<file path="src/hw/touch_recal_pkg.sv">
// Package with register map, reset values, field positions and timing.
package touch_recal_pkg;

    localparam logic [7:0] ADDR_GROUP_TIMING  = 8'h24;
    localparam logic [7:0] ADDR_AUTO_RECAL    = 8'h25;
    localparam logic [7:0] ADDR_TRIG_LOW      = 8'h26;
    localparam logic [7:0] ADDR_TOUCH_IRQ     = 8'h27;
    localparam logic [7:0] ADDR_GPIO_IRQ      = 8'h28;
    localparam logic [7:0] ADDR_TRIG_GROUPED  = 8'h46;

    localparam logic [7:0] RST_GROUP_TIMING   = 8'hD4;
    localparam logic [7:0] RST_AUTO_RECAL     = 8'hFF;
    localparam logic [7:0] RST_TRIG_LOW       = 8'h00;
    localparam logic [7:0] RST_TOUCH_IRQ      = 8'hFF;
    localparam logic [7:0] RST_GPIO_IRQ       = 8'h00;
    localparam logic [6:0] RST_TRIG_GROUPED   = 7'h00;

    localparam int MAX_PRESS_LSB  = 4;
    localparam int SLIDE_RPT_LSB  = 0;
    localparam int GROUP_BIT      = 7;
    localparam int LOW_CHANNELS   = 7;
    localparam int GROUP_CHANNELS = 7;

    localparam int CLOCK_HZ         = 100_000_000;
    localparam int MS_PER_TICK      = 1;
    localparam int MS_TICK_CYCLES   = CLOCK_HZ / 1000 * MS_PER_TICK;
    localparam int RECAL_LIMIT_MS   = 600;
    localparam int RECAL_LIMIT_CYCLES = RECAL_LIMIT_MS * MS_TICK_CYCLES;
    localparam int SLIDE_STEP_MS    = 35;

    typedef enum logic [1:0] {
        RECAL_IDLE    = 2'b00,
        RECAL_ANALOG  = 2'b01,
        RECAL_DIGITAL = 2'b10
    } recal_state_type;

    // Longest press of a grouped sensor, in milliseconds, per code.
    function automatic logic [13:0] max_press_ms(input logic [3:0] code);
        logic [13:0] ms;
        ms = 14'h0230;
        case (code)
            4'h0: ms = 14'h0230;
            4'h1: ms = 14'h0348;
            4'h2: ms = 14'h0460;
            4'h3: ms = 14'h0578;
            4'h4: ms = 14'h0690;
            4'h5: ms = 14'h08C0;
            4'h6: ms = 14'h0AF0;
            4'h7: ms = 14'h0D20;
            4'h8: ms = 14'h0F50;
            4'h9: ms = 14'h1180;
            4'hA: ms = 14'h15E0;
            4'hB: ms = 14'h1A40;
            4'hC: ms = 14'h1EA0;
            4'hD: ms = 14'h22CA;
            4'hE: ms = 14'h2760;
            default: ms = 14'h2BC0;
        endcase
        return ms;
    endfunction : max_press_ms

endpackage : touch_recal_pkg

</file>
<file path="src/hw/recal_engine.sv">
// One sensor's recalibration sequencer: analog update, then base capture.
module recal_engine #(
    parameter int ANALOG_CYCLES  = 30_000_000,
    parameter int DIGITAL_CYCLES = 30_000_000
) (
    input  wire logic clock,
    input  wire logic reset,
    input  wire logic start,
    input  wire logic touch,
    output logic      busy_ff,
    output logic      analog_ff,
    output logic      capture_ff,
    output logic      done_ff
);

    touch_recal_pkg::recal_state_type state_ff;
    touch_recal_pkg::recal_state_type nxt_state;
    logic [31:0] cnt_ff;
    logic [31:0] nxt_cnt;
    logic        touch_prev_ff;
    logic        nxt_capture;
    logic        nxt_done;
    logic        press;

    // A held finger must not stall a forced recalibration, so only a new
    // press counts against the attempt.
    assign press = touch & ~touch_prev_ff;

    always_comb
    begin
        nxt_state   = state_ff;
        nxt_cnt     = cnt_ff;
        nxt_capture = 1'b0;
        nxt_done    = 1'b0;
        case (state_ff)
            touch_recal_pkg::RECAL_IDLE:
            begin
                if (start)
                begin
                    nxt_state = touch_recal_pkg::RECAL_ANALOG;
                    nxt_cnt   = 32'h0000_0000;
                end
            end
            touch_recal_pkg::RECAL_ANALOG:
            begin
                if (press)
                    nxt_state = touch_recal_pkg::RECAL_IDLE;
                else if (cnt_ff == 32'(ANALOG_CYCLES - 1))
                begin
                    nxt_state = touch_recal_pkg::RECAL_DIGITAL;
                    nxt_cnt   = 32'h0000_0000;
                end
                else
                    nxt_cnt = cnt_ff + 32'h0000_0001;
            end
            touch_recal_pkg::RECAL_DIGITAL:
            begin
                if (press)
                    nxt_state = touch_recal_pkg::RECAL_IDLE;
                else if (cnt_ff == 32'(DIGITAL_CYCLES - 1))
                begin
                    nxt_state   = touch_recal_pkg::RECAL_IDLE;
                    nxt_capture = 1'b1;
                    nxt_done    = 1'b1;
                end
                else
                    nxt_cnt = cnt_ff + 32'h0000_0001;
            end
            default: nxt_state = touch_recal_pkg::RECAL_IDLE;
        endcase
    end

    always_ff @(posedge clock)
    begin
        if (reset)
        begin
            state_ff      <= touch_recal_pkg::RECAL_IDLE;
            cnt_ff        <= 32'h0000_0000;
            touch_prev_ff <= 1'b0;
            busy_ff       <= 1'b0;
            analog_ff     <= 1'b0;
            capture_ff    <= 1'b0;
            done_ff       <= 1'b0;
        end
        else
        begin
            state_ff      <= nxt_state;
            cnt_ff        <= nxt_cnt;
            touch_prev_ff <= touch;
            busy_ff       <= nxt_state != touch_recal_pkg::RECAL_IDLE;
            analog_ff     <= nxt_state == touch_recal_pkg::RECAL_ANALOG;
            capture_ff    <= nxt_capture;
            done_ff       <= nxt_done;
        end
    end
endmodule : recal_engine

</file>
<file path="src/hw/touch_recal_regs.sv">
// Recalibration, group timing and interrupt enable register group.
// Summary of operation
// - Group timing upper nibble: max press, reset 1101b.
// - Max press code decodes 560 ms to 11200 ms.
// - Lower nibble: slide repeat, 35 ms steps, 0100b.
// - Auto recalibration ignored on sampling-disabled channels.
// - Group auto enable off stops grouped auto recalibration.
// - Bits 0-6 enable auto recalibration, reset FFh.
// - Trigger bit starts recalibration, self-clears when done.
// - Analog update first, then capture new base count.
// - Touches unreported, base invalid during recalibration.
// - New press during recalibration invalidates the attempt; a held touch does not.
// - Group trigger clears after all grouped succeed.
// - Grouped triggers for channels 8-14, bit 7 unused.
// - Bit 7 lets grouped gestures raise interrupt.
// - Bits 0-6 let channel touches raise interrupt.
// - Second enable register gates pin change interrupts.
// - Group timing applies to channels 8-14, reset D4h.
module touch_recal_regs #(
    parameter int MS_CYCLES      = touch_recal_pkg::MS_TICK_CYCLES,
    parameter int ANALOG_CYCLES  = touch_recal_pkg::RECAL_LIMIT_CYCLES / 2,
    parameter int DIGITAL_CYCLES = touch_recal_pkg::RECAL_LIMIT_CYCLES / 2
) (
    input  wire logic        clock,
    input  wire logic        reset,
    input  wire logic [7:0]  reg_addr,
    input  wire logic        reg_write,
    input  wire logic [7:0]  reg_wdata,
    input  wire logic [13:0] sample_enable,
    input  wire logic [13:0] sense_touch,
    input  wire logic [6:0]  auto_recal_request,
    input  wire logic [6:0]  touch_status,
    input  wire logic [3:0]  group_event_status,
    input  wire logic [7:0]  gpio_change_status,
    input  wire logic        slide_active,
    output logic [7:0]       reg_rdata_ff,
    output logic             irq_ff,
    output logic [13:0]      recal_busy_ff,
    output logic [13:0]      analog_update_ff,
    output logic [13:0]      base_capture_ff,
    output logic             slide_repeat_ff
);

    logic [7:0]  group_timing_ff;
    logic [7:0]  auto_recal_ff;
    logic [7:0]  trig_low_ff;
    logic [7:0]  touch_irq_ff;
    logic [7:0]  gpio_irq_ff;
    logic [6:0]  trig_grp_ff;
    logic [6:0]  grp_done_ff;
    logic [31:0] ms_cnt_ff;
    logic [13:0] press_ms_ff;
    logic        expired_ff;
    logic [9:0]  slide_ms_ff;
    logic [7:0]  nxt_group_timing;
    logic [7:0]  nxt_auto_recal;
    logic [7:0]  nxt_trig_low;
    logic [7:0]  nxt_touch_irq;
    logic [7:0]  nxt_gpio_irq;
    logic [6:0]  nxt_trig_grp;
    logic [6:0]  nxt_grp_done;
    logic [31:0] nxt_ms_cnt;
    logic [13:0] nxt_press_ms;
    logic        nxt_expired;
    logic [9:0]  nxt_slide_ms;
    logic        nxt_slide_repeat;
    logic        nxt_irq;
    logic [7:0]  nxt_rdata;
    logic        ms_tick;
    logic        group_pressed;
    logic        expire;
    logic [13:0] press_limit;
    logic [9:0]  slide_limit;
    logic [13:0] done;
    logic [13:0] start;
    logic [13:0] auto_start;
    logic [6:0]  grp_done_all;

    assign ms_tick = ms_cnt_ff == 32'(MS_CYCLES - 1);
    assign group_pressed = |(sense_touch[13:7] & sample_enable[13:7]);
    assign press_limit = touch_recal_pkg::max_press_ms(
        group_timing_ff[touch_recal_pkg::MAX_PRESS_LSB +: 4]);
    assign slide_limit = 10'(({6'h00,
        group_timing_ff[touch_recal_pkg::SLIDE_RPT_LSB +: 4]} + 10'h001)
        * touch_recal_pkg::SLIDE_STEP_MS);
    assign expire = group_pressed && ms_tick && !expired_ff
        && (press_ms_ff + 14'h0001 >= press_limit);

    // Forced recalibration of grouped sensors only when the group enable
    // is on; channels that are not sampled never start on their own.
    assign auto_start[6:0] = auto_recal_request & auto_recal_ff[6:0]
        & sample_enable[6:0];
    assign auto_start[13:7] = {7{expire & auto_recal_ff[7]}}
        & sense_touch[13:7] & sample_enable[13:7];
    assign grp_done_all = grp_done_ff | done[13:7];

    genvar ch;
    generate
        for (ch = 0; ch < 14; ch++)
        begin : g_chan
            if (ch < touch_recal_pkg::LOW_CHANNELS)
            begin : g_low
                // The trigger bit falls one cycle after done, so done masks
                // it here to keep the engine from running a second time.
                assign start[ch] = (trig_low_ff[ch] & ~done[ch])
                    | auto_start[ch];
            end
            else
            begin : g_grp
                assign start[ch] = (trig_grp_ff[ch - 7] & ~done[ch])
                    | auto_start[ch]
                    | (trig_low_ff[touch_recal_pkg::GROUP_BIT]
                       & ~grp_done_all[ch - 7]);
            end
            recal_engine #(
                .ANALOG_CYCLES  (ANALOG_CYCLES),
                .DIGITAL_CYCLES (DIGITAL_CYCLES)
            ) u_engine (
                .clock      (clock),
                .reset      (reset),
                .start      (start[ch]),
                .touch      (sense_touch[ch]),
                .busy_ff    (recal_busy_ff[ch]),
                .analog_ff  (analog_update_ff[ch]),
                .capture_ff (base_capture_ff[ch]),
                .done_ff    (done[ch])
            );
        end
    endgenerate

    always_comb
    begin
        nxt_group_timing = group_timing_ff;
        nxt_auto_recal   = auto_recal_ff;
        nxt_touch_irq    = touch_irq_ff;
        nxt_gpio_irq     = gpio_irq_ff;
        // Trigger bits fall only on success, so an abandoned attempt
        // leaves its bit standing and the engine retries.
        nxt_trig_low[6:0] = trig_low_ff[6:0] & ~done[6:0];
        nxt_trig_low[7]   = trig_low_ff[7] & ~(&grp_done_all);
        nxt_grp_done      = (trig_low_ff[7] && !(&grp_done_all))
            ? grp_done_all : 7'h00;
        nxt_trig_grp      = trig_grp_ff & ~done[13:7];
        // A software write wins over a hardware clear in the same cycle.
        if (reg_write)
        begin
            if (reg_addr == touch_recal_pkg::ADDR_GROUP_TIMING)
                nxt_group_timing = reg_wdata;
            else if (reg_addr == touch_recal_pkg::ADDR_AUTO_RECAL)
                nxt_auto_recal = reg_wdata;
            else if (reg_addr == touch_recal_pkg::ADDR_TRIG_LOW)
                nxt_trig_low = reg_wdata;
            else if (reg_addr == touch_recal_pkg::ADDR_TOUCH_IRQ)
                nxt_touch_irq = reg_wdata;
            else if (reg_addr == touch_recal_pkg::ADDR_GPIO_IRQ)
                nxt_gpio_irq = reg_wdata;
            else if (reg_addr == touch_recal_pkg::ADDR_TRIG_GROUPED)
                nxt_trig_grp = reg_wdata[6:0];
        end
    end

    always_comb
    begin
        nxt_ms_cnt = ms_tick ? 32'h0000_0000 : ms_cnt_ff + 32'h0000_0001;
        nxt_press_ms = press_ms_ff;
        nxt_expired  = expired_ff;
        if (!group_pressed)
        begin
            nxt_press_ms = 14'h0000;
            nxt_expired  = 1'b0;
        end
        else if (ms_tick && !expired_ff)
        begin
            nxt_press_ms = press_ms_ff + 14'h0001;
            nxt_expired  = expire;
        end
        nxt_slide_repeat = 1'b0;
        nxt_slide_ms     = slide_ms_ff;
        if (!slide_active)
            nxt_slide_ms = 10'h000;
        else if (ms_tick)
        begin
            if (slide_ms_ff + 10'h001 >= slide_limit)
            begin
                nxt_slide_ms     = 10'h000;
                nxt_slide_repeat = 1'b1;
            end
            else
                nxt_slide_ms = slide_ms_ff + 10'h001;
        end
    end

    always_comb
    begin
        nxt_irq = (|(touch_status & touch_irq_ff[6:0]))
            | ((|group_event_status)
               & touch_irq_ff[touch_recal_pkg::GROUP_BIT])
            | (|(gpio_change_status & gpio_irq_ff));
        if (reg_addr == touch_recal_pkg::ADDR_GROUP_TIMING)
            nxt_rdata = group_timing_ff;
        else if (reg_addr == touch_recal_pkg::ADDR_AUTO_RECAL)
            nxt_rdata = auto_recal_ff;
        else if (reg_addr == touch_recal_pkg::ADDR_TRIG_LOW)
            nxt_rdata = trig_low_ff;
        else if (reg_addr == touch_recal_pkg::ADDR_TOUCH_IRQ)
            nxt_rdata = touch_irq_ff;
        else if (reg_addr == touch_recal_pkg::ADDR_GPIO_IRQ)
            nxt_rdata = gpio_irq_ff;
        else if (reg_addr == touch_recal_pkg::ADDR_TRIG_GROUPED)
            nxt_rdata = {1'b0, trig_grp_ff};
        else
            nxt_rdata = 8'h00;
    end

    always_ff @(posedge clock)
    begin
        if (reset)
        begin
            group_timing_ff <= touch_recal_pkg::RST_GROUP_TIMING;
            auto_recal_ff   <= touch_recal_pkg::RST_AUTO_RECAL;
            trig_low_ff     <= touch_recal_pkg::RST_TRIG_LOW;
            touch_irq_ff    <= touch_recal_pkg::RST_TOUCH_IRQ;
            gpio_irq_ff     <= touch_recal_pkg::RST_GPIO_IRQ;
            trig_grp_ff     <= touch_recal_pkg::RST_TRIG_GROUPED;
            grp_done_ff     <= 7'h00;
            ms_cnt_ff       <= 32'h0000_0000;
            press_ms_ff     <= 14'h0000;
            expired_ff      <= 1'b0;
            slide_ms_ff     <= 10'h000;
            slide_repeat_ff <= 1'b0;
            irq_ff          <= 1'b0;
            reg_rdata_ff    <= 8'h00;
        end
        else
        begin
            group_timing_ff <= nxt_group_timing;
            auto_recal_ff   <= nxt_auto_recal;
            trig_low_ff     <= nxt_trig_low;
            touch_irq_ff    <= nxt_touch_irq;
            gpio_irq_ff     <= nxt_gpio_irq;
            trig_grp_ff     <= nxt_trig_grp;
            grp_done_ff     <= nxt_grp_done;
            ms_cnt_ff       <= nxt_ms_cnt;
            press_ms_ff     <= nxt_press_ms;
            expired_ff      <= nxt_expired;
            slide_ms_ff     <= nxt_slide_ms;
            slide_repeat_ff <= nxt_slide_repeat;
            irq_ff          <= nxt_irq;
            reg_rdata_ff    <= nxt_rdata;
        end
    end
endmodule : touch_recal_regs
</file>
<file path="config.mk">
export PLATFORM = sky130hd
export DESIGN_NAME = touch_recal_regs
export DESIGN_NICKNAME = d
export VERILOG_FILES = /design/src/hw/touch_recal_pkg.sv /design/src/hw/recal_engine.sv /design/src/hw/touch_recal_regs.sv
export SDC_FILE = /design/constraint.sdc
export NUM_CORES = 2
export LEC_CHECK = 0
export ABC_CLOCK_PERIOD_IN_PS = 5700
export BUFFER_PORTS_ARGS = -buffer_cell sky130_fd_sc_hd__buf_4
export CAP_MARGIN = 30
export CORE_MARGIN = 2
export CORE_UTILIZATION = 35
export DETAILED_ROUTE_END_ITERATION = 10
export GPL_TIMING_DRIVEN = 1
export RECOVER_POWER = 25
export SYNTH_ARGS = -nofsm -noshare
export SYNTH_HDL_FRONTEND = slang
export SYNTH_SLANG_ARGS = --single-unit
</file>
<file path="constraint.sdc">
create_clock -name clock -period 5.7 [get_ports clock]
set_clock_uncertainty 0.1 [all_clocks]
set_input_delay 1.14 -clock clock [delete_from_list [all_inputs] [get_ports clock]]
set_output_delay 1.14 -clock clock [all_outputs]
set_load 0.01 [all_outputs]
</file>
==> run_results.csv <==
group,metric,value,unit
run_status,outcome,"finished with violations",
run_status,violations,"max-capacitance violations, max-slew violations",
timing,tightestPinTransition,2580,ps
clocking,clockBufferDepth,3,
yosys,synth_top_area_share,0.376,
timing,slew_violations,217,
setup_path,cp_top_family,"buffers and inverters",
finish,n_fill_cell,10289,
setup_path,worst-path-max-fanout,101,
clocking,insertion_delay,660,ps
timing,setup_violations,0,
clocking,cts_setup_buffers,0,
die,io_pins,126,
finish,layout_common_cells,"dfxtp_1, nor2_1, a21oi_1, nand2_1, nand3_1",
timing,min_period,4900,ps
setup_path,start_kind,"primary input",
yosys,synth_fp_nets,4604,
finish,nets,4621,
place,hpwl,65200,um
finish,final_common_cell,"dfxtp_1",
yosys,yosys.cell_types.count,89,
timing,fin_ws,796,ps
route,drt-total-wl,94600,um
yosys,synth_area_leaders,"dfxtp_1, nor2_1, a21oi_1, ha_1, nand3_1",
grt,grt_pass1_wl,154000,um
route,routedWlPerCell,16.3,um
route,drtPass1Iterations,5,
setup_path,crit_slowest_cell,"clkbuf_2",
yosys,syn_area,35400,um2
route,ant_nets,0,
clocking,cts.clk_slew.worst_paths,60,ps
place,dpl_worst_slack,993,ps
power_and_ir_drop,power-per-cell-area,261,nW/um2
setup_path,arrival,5310,ps
timing,timing.fmax,204,MHz
setup_path,slowest_delay,1800,ps
setup_path,crit_top_cell,"clkbuf_2",
clocking,cts_root_buf,"clkbuf_16",
job,drv_cap,3,
worst_hold_path,hold_start,"g_chan[9].u_engine.cnt_ff[16]$_SDFFE_PP0P_",
die,start_util,0.353,
setup_path,cp_cell_sequence,"clkbuf_2 > clkbuf_2 > or2_2 > a311oi_1 > o21bai_1",
clocking,cts_tree,"yes",
die,fp.dieW,322,um
route,drtIter0Drc,2253,
finish,syn2layout_area_growth,12.5,%
die,rows,116,
grt,grt_max_degree,102,
finish,drive_above_1_share,0.0761,
setup_path,crit_type,"primary input to register",
timing,hold_viol_final,0,
clocking,numCtsBuffers,79,
timing,slew_headroom,-0.722,
yosys,ys.flop_type,"dfxtp_1",
grt,grt_pass1_vias,29502,
yosys,yosys.area.top_type,"dfxtp_1",
timing,rsz0062_at_grt,"false",
timing,fin_crit_sh,0.860,
yosys,synthCells,4414,
yosys,synth-edff-count,0,
route,vias_per_cell,5.49,
worst_hold_path,hp-class,"register to register",
power_and_ir_drop,leakagePower,0.0135,uW
clocking,cts_hold_buf,0,
yosys,async_reset_ff_frac,0,
die,die_h,322,um
finish,final_cell_area,39800,um2
setup_path,critPathLaunch,"reset",
yosys,yosys_warnings,0,
grt,antenna_found_initial,6,
clocking,cts_max_level,3,
clocking,cts-resized-gates,0,
grt,grt_use_total,0.178,
setup_path,r2r_start,"press_ms_ff[0]$_SDFFE_PP0P_",
die,dieArea,104000,um2
timing,setup_tns,0,ps
yosys,ys_ff_latch,665,
route,drc,0,
route,num_vias,31808,
yosys,yosysSeqAreaShare,0.376,
place,placed_area,37300,um2
place,place_congestion,0.868,
die,core,100000,um2
setup_path,crit_required,6100,ps
grt,overflow,0,
setup_path,cp_num_buf_inv,2,
setup_path,end_kind,"register",
place,portBuffers,125,
power_and_ir_drop,ir_drop,0.000196,V
yosys,avgSynthCellArea,8.01,um2
clocking,cts.sinks,665,
-- Yosys cell counts (all sizes together) (12+ instances only) --
library cell	instances
or3	122
a21oi	333
and4	26
and2	68
nor3b	14
inv	113
buf	69
a31oi	59
nand3b	13
xnor2	143
nor3	100
o31ai	21
mux2	14
mux2i	29
and3	117
nor2b	49
a21o	17
nand3	272
xor2	123
nand2b	18
or3b	31
or2	25
ha	115
nand2	310
o21ai	255
nand4	129
clkbuf	156
or4	79
a211oi	16
or4b	17
dfxtp	665
nor4b	40
o211ai	26
o21bai	12
nor4	114
nor2	565
-- path summary, 6_finish.rpt --
check                                               end  slack, ps  cells past startpoint
max reg2reg   g_chan[8].u_engine.cnt_ff[6]$_SDFFE_PP0P_        850                     14
max               g_chan[9].u_engine.busy_ff$_SDFF_PP0_        800                      5
min reg2reg  g_chan[9].u_engine.cnt_ff[16]$_SDFFE_PP0P_        360                      1
min          g_chan[9].u_engine.cnt_ff[16]$_SDFFE_PP0P_        360                      1
-- metrics by stage --
step           power [uW]  hold WS, ps  utilization  instances
5_1_grt             10700          390        0.397       5790
3_5_place_dp         5180          363        0.372       5647
6_report            10400          364        0.397       5793
2_1_floorplan        5030          333            -       4414
4_1_cts             10500          371        0.400       5789
3_3_place_gp         5160          357        0.371       5640
-- flip-flops by register name, indices dropped and copies added (netlist names) --
| signal | count |
|---|---|
| trig_grp_ff | 7 |
| auto_recal_ff | 8 |
| g_chan.u_engine.cnt_ff | 448 |
| g_chan.u_engine.analog_ff | 14 |
| gpio_irq_ff | 8 |
| trig_low_ff | 8 |
| touch_irq_ff | 8 |
| expired_ff | 1 |
| irq_ff | 1 |
| g_chan.u_engine.capture_ff | 14 |
| grp_done_ff | 7 |
| press_limit | 12 |
| group_timing_ff | 8 |
| g_chan.u_engine.busy_ff | 14 |
| ms_cnt_ff | 32 |
| slide_repeat_ff | 1 |
| g_chan.u_engine.state_ff | 28 |
| g_chan.u_engine.touch_prev_ff | 14 |
| reg_rdata_ff | 8 |
| press_ms_ff | 14 |
| slide_ms_ff | 10 |
-- layer usage --
layer | vias to the layer above | track usage | part of all wire
met5 | - | 0 | 0.00036
met4 | 6 | 0.0572 | 0.028
met3 | 157 | 0.0392 | 0.062
met2 | 651 | 0.269 | 0.42
met1 | 15046 | 0.251 | 0.48
li1 | 15948 | - | -
-- cell type report --
type	count	area, um2	area share
multi-input cells	3410	20600	0.518
flip-flops and latches	665	13300	0.335
clock buffers	112	2290	0.0576
well taps	1298	1620	0.0408
repair buffers	161	1060	0.0268
clock inverters	30	430	0.0108
inverters	114	429	0.0108
diodes	3	7.51	0.000189
-- cells by family after synthesis --
family	after synthesis	synth area share
muxes	43	0.0127
buffers and inverters	339	0.0413
xor gates and xnor gates	266	0.0659
and+or+nand+nor	2144	0.321
DFF	665	0.376
adders and majority gates	116	0.0413
AOI/OAI and AO/OA	841	0.141
-- power by group --
group | internal [uW] | switching [uW]
Sequential | 4680 | 19.1
Combinational | 122 | 252
Clock | 3180 | 2130
Total | 7980 | 2400
No activity file was read; power rests on OpenSTA's default activity.
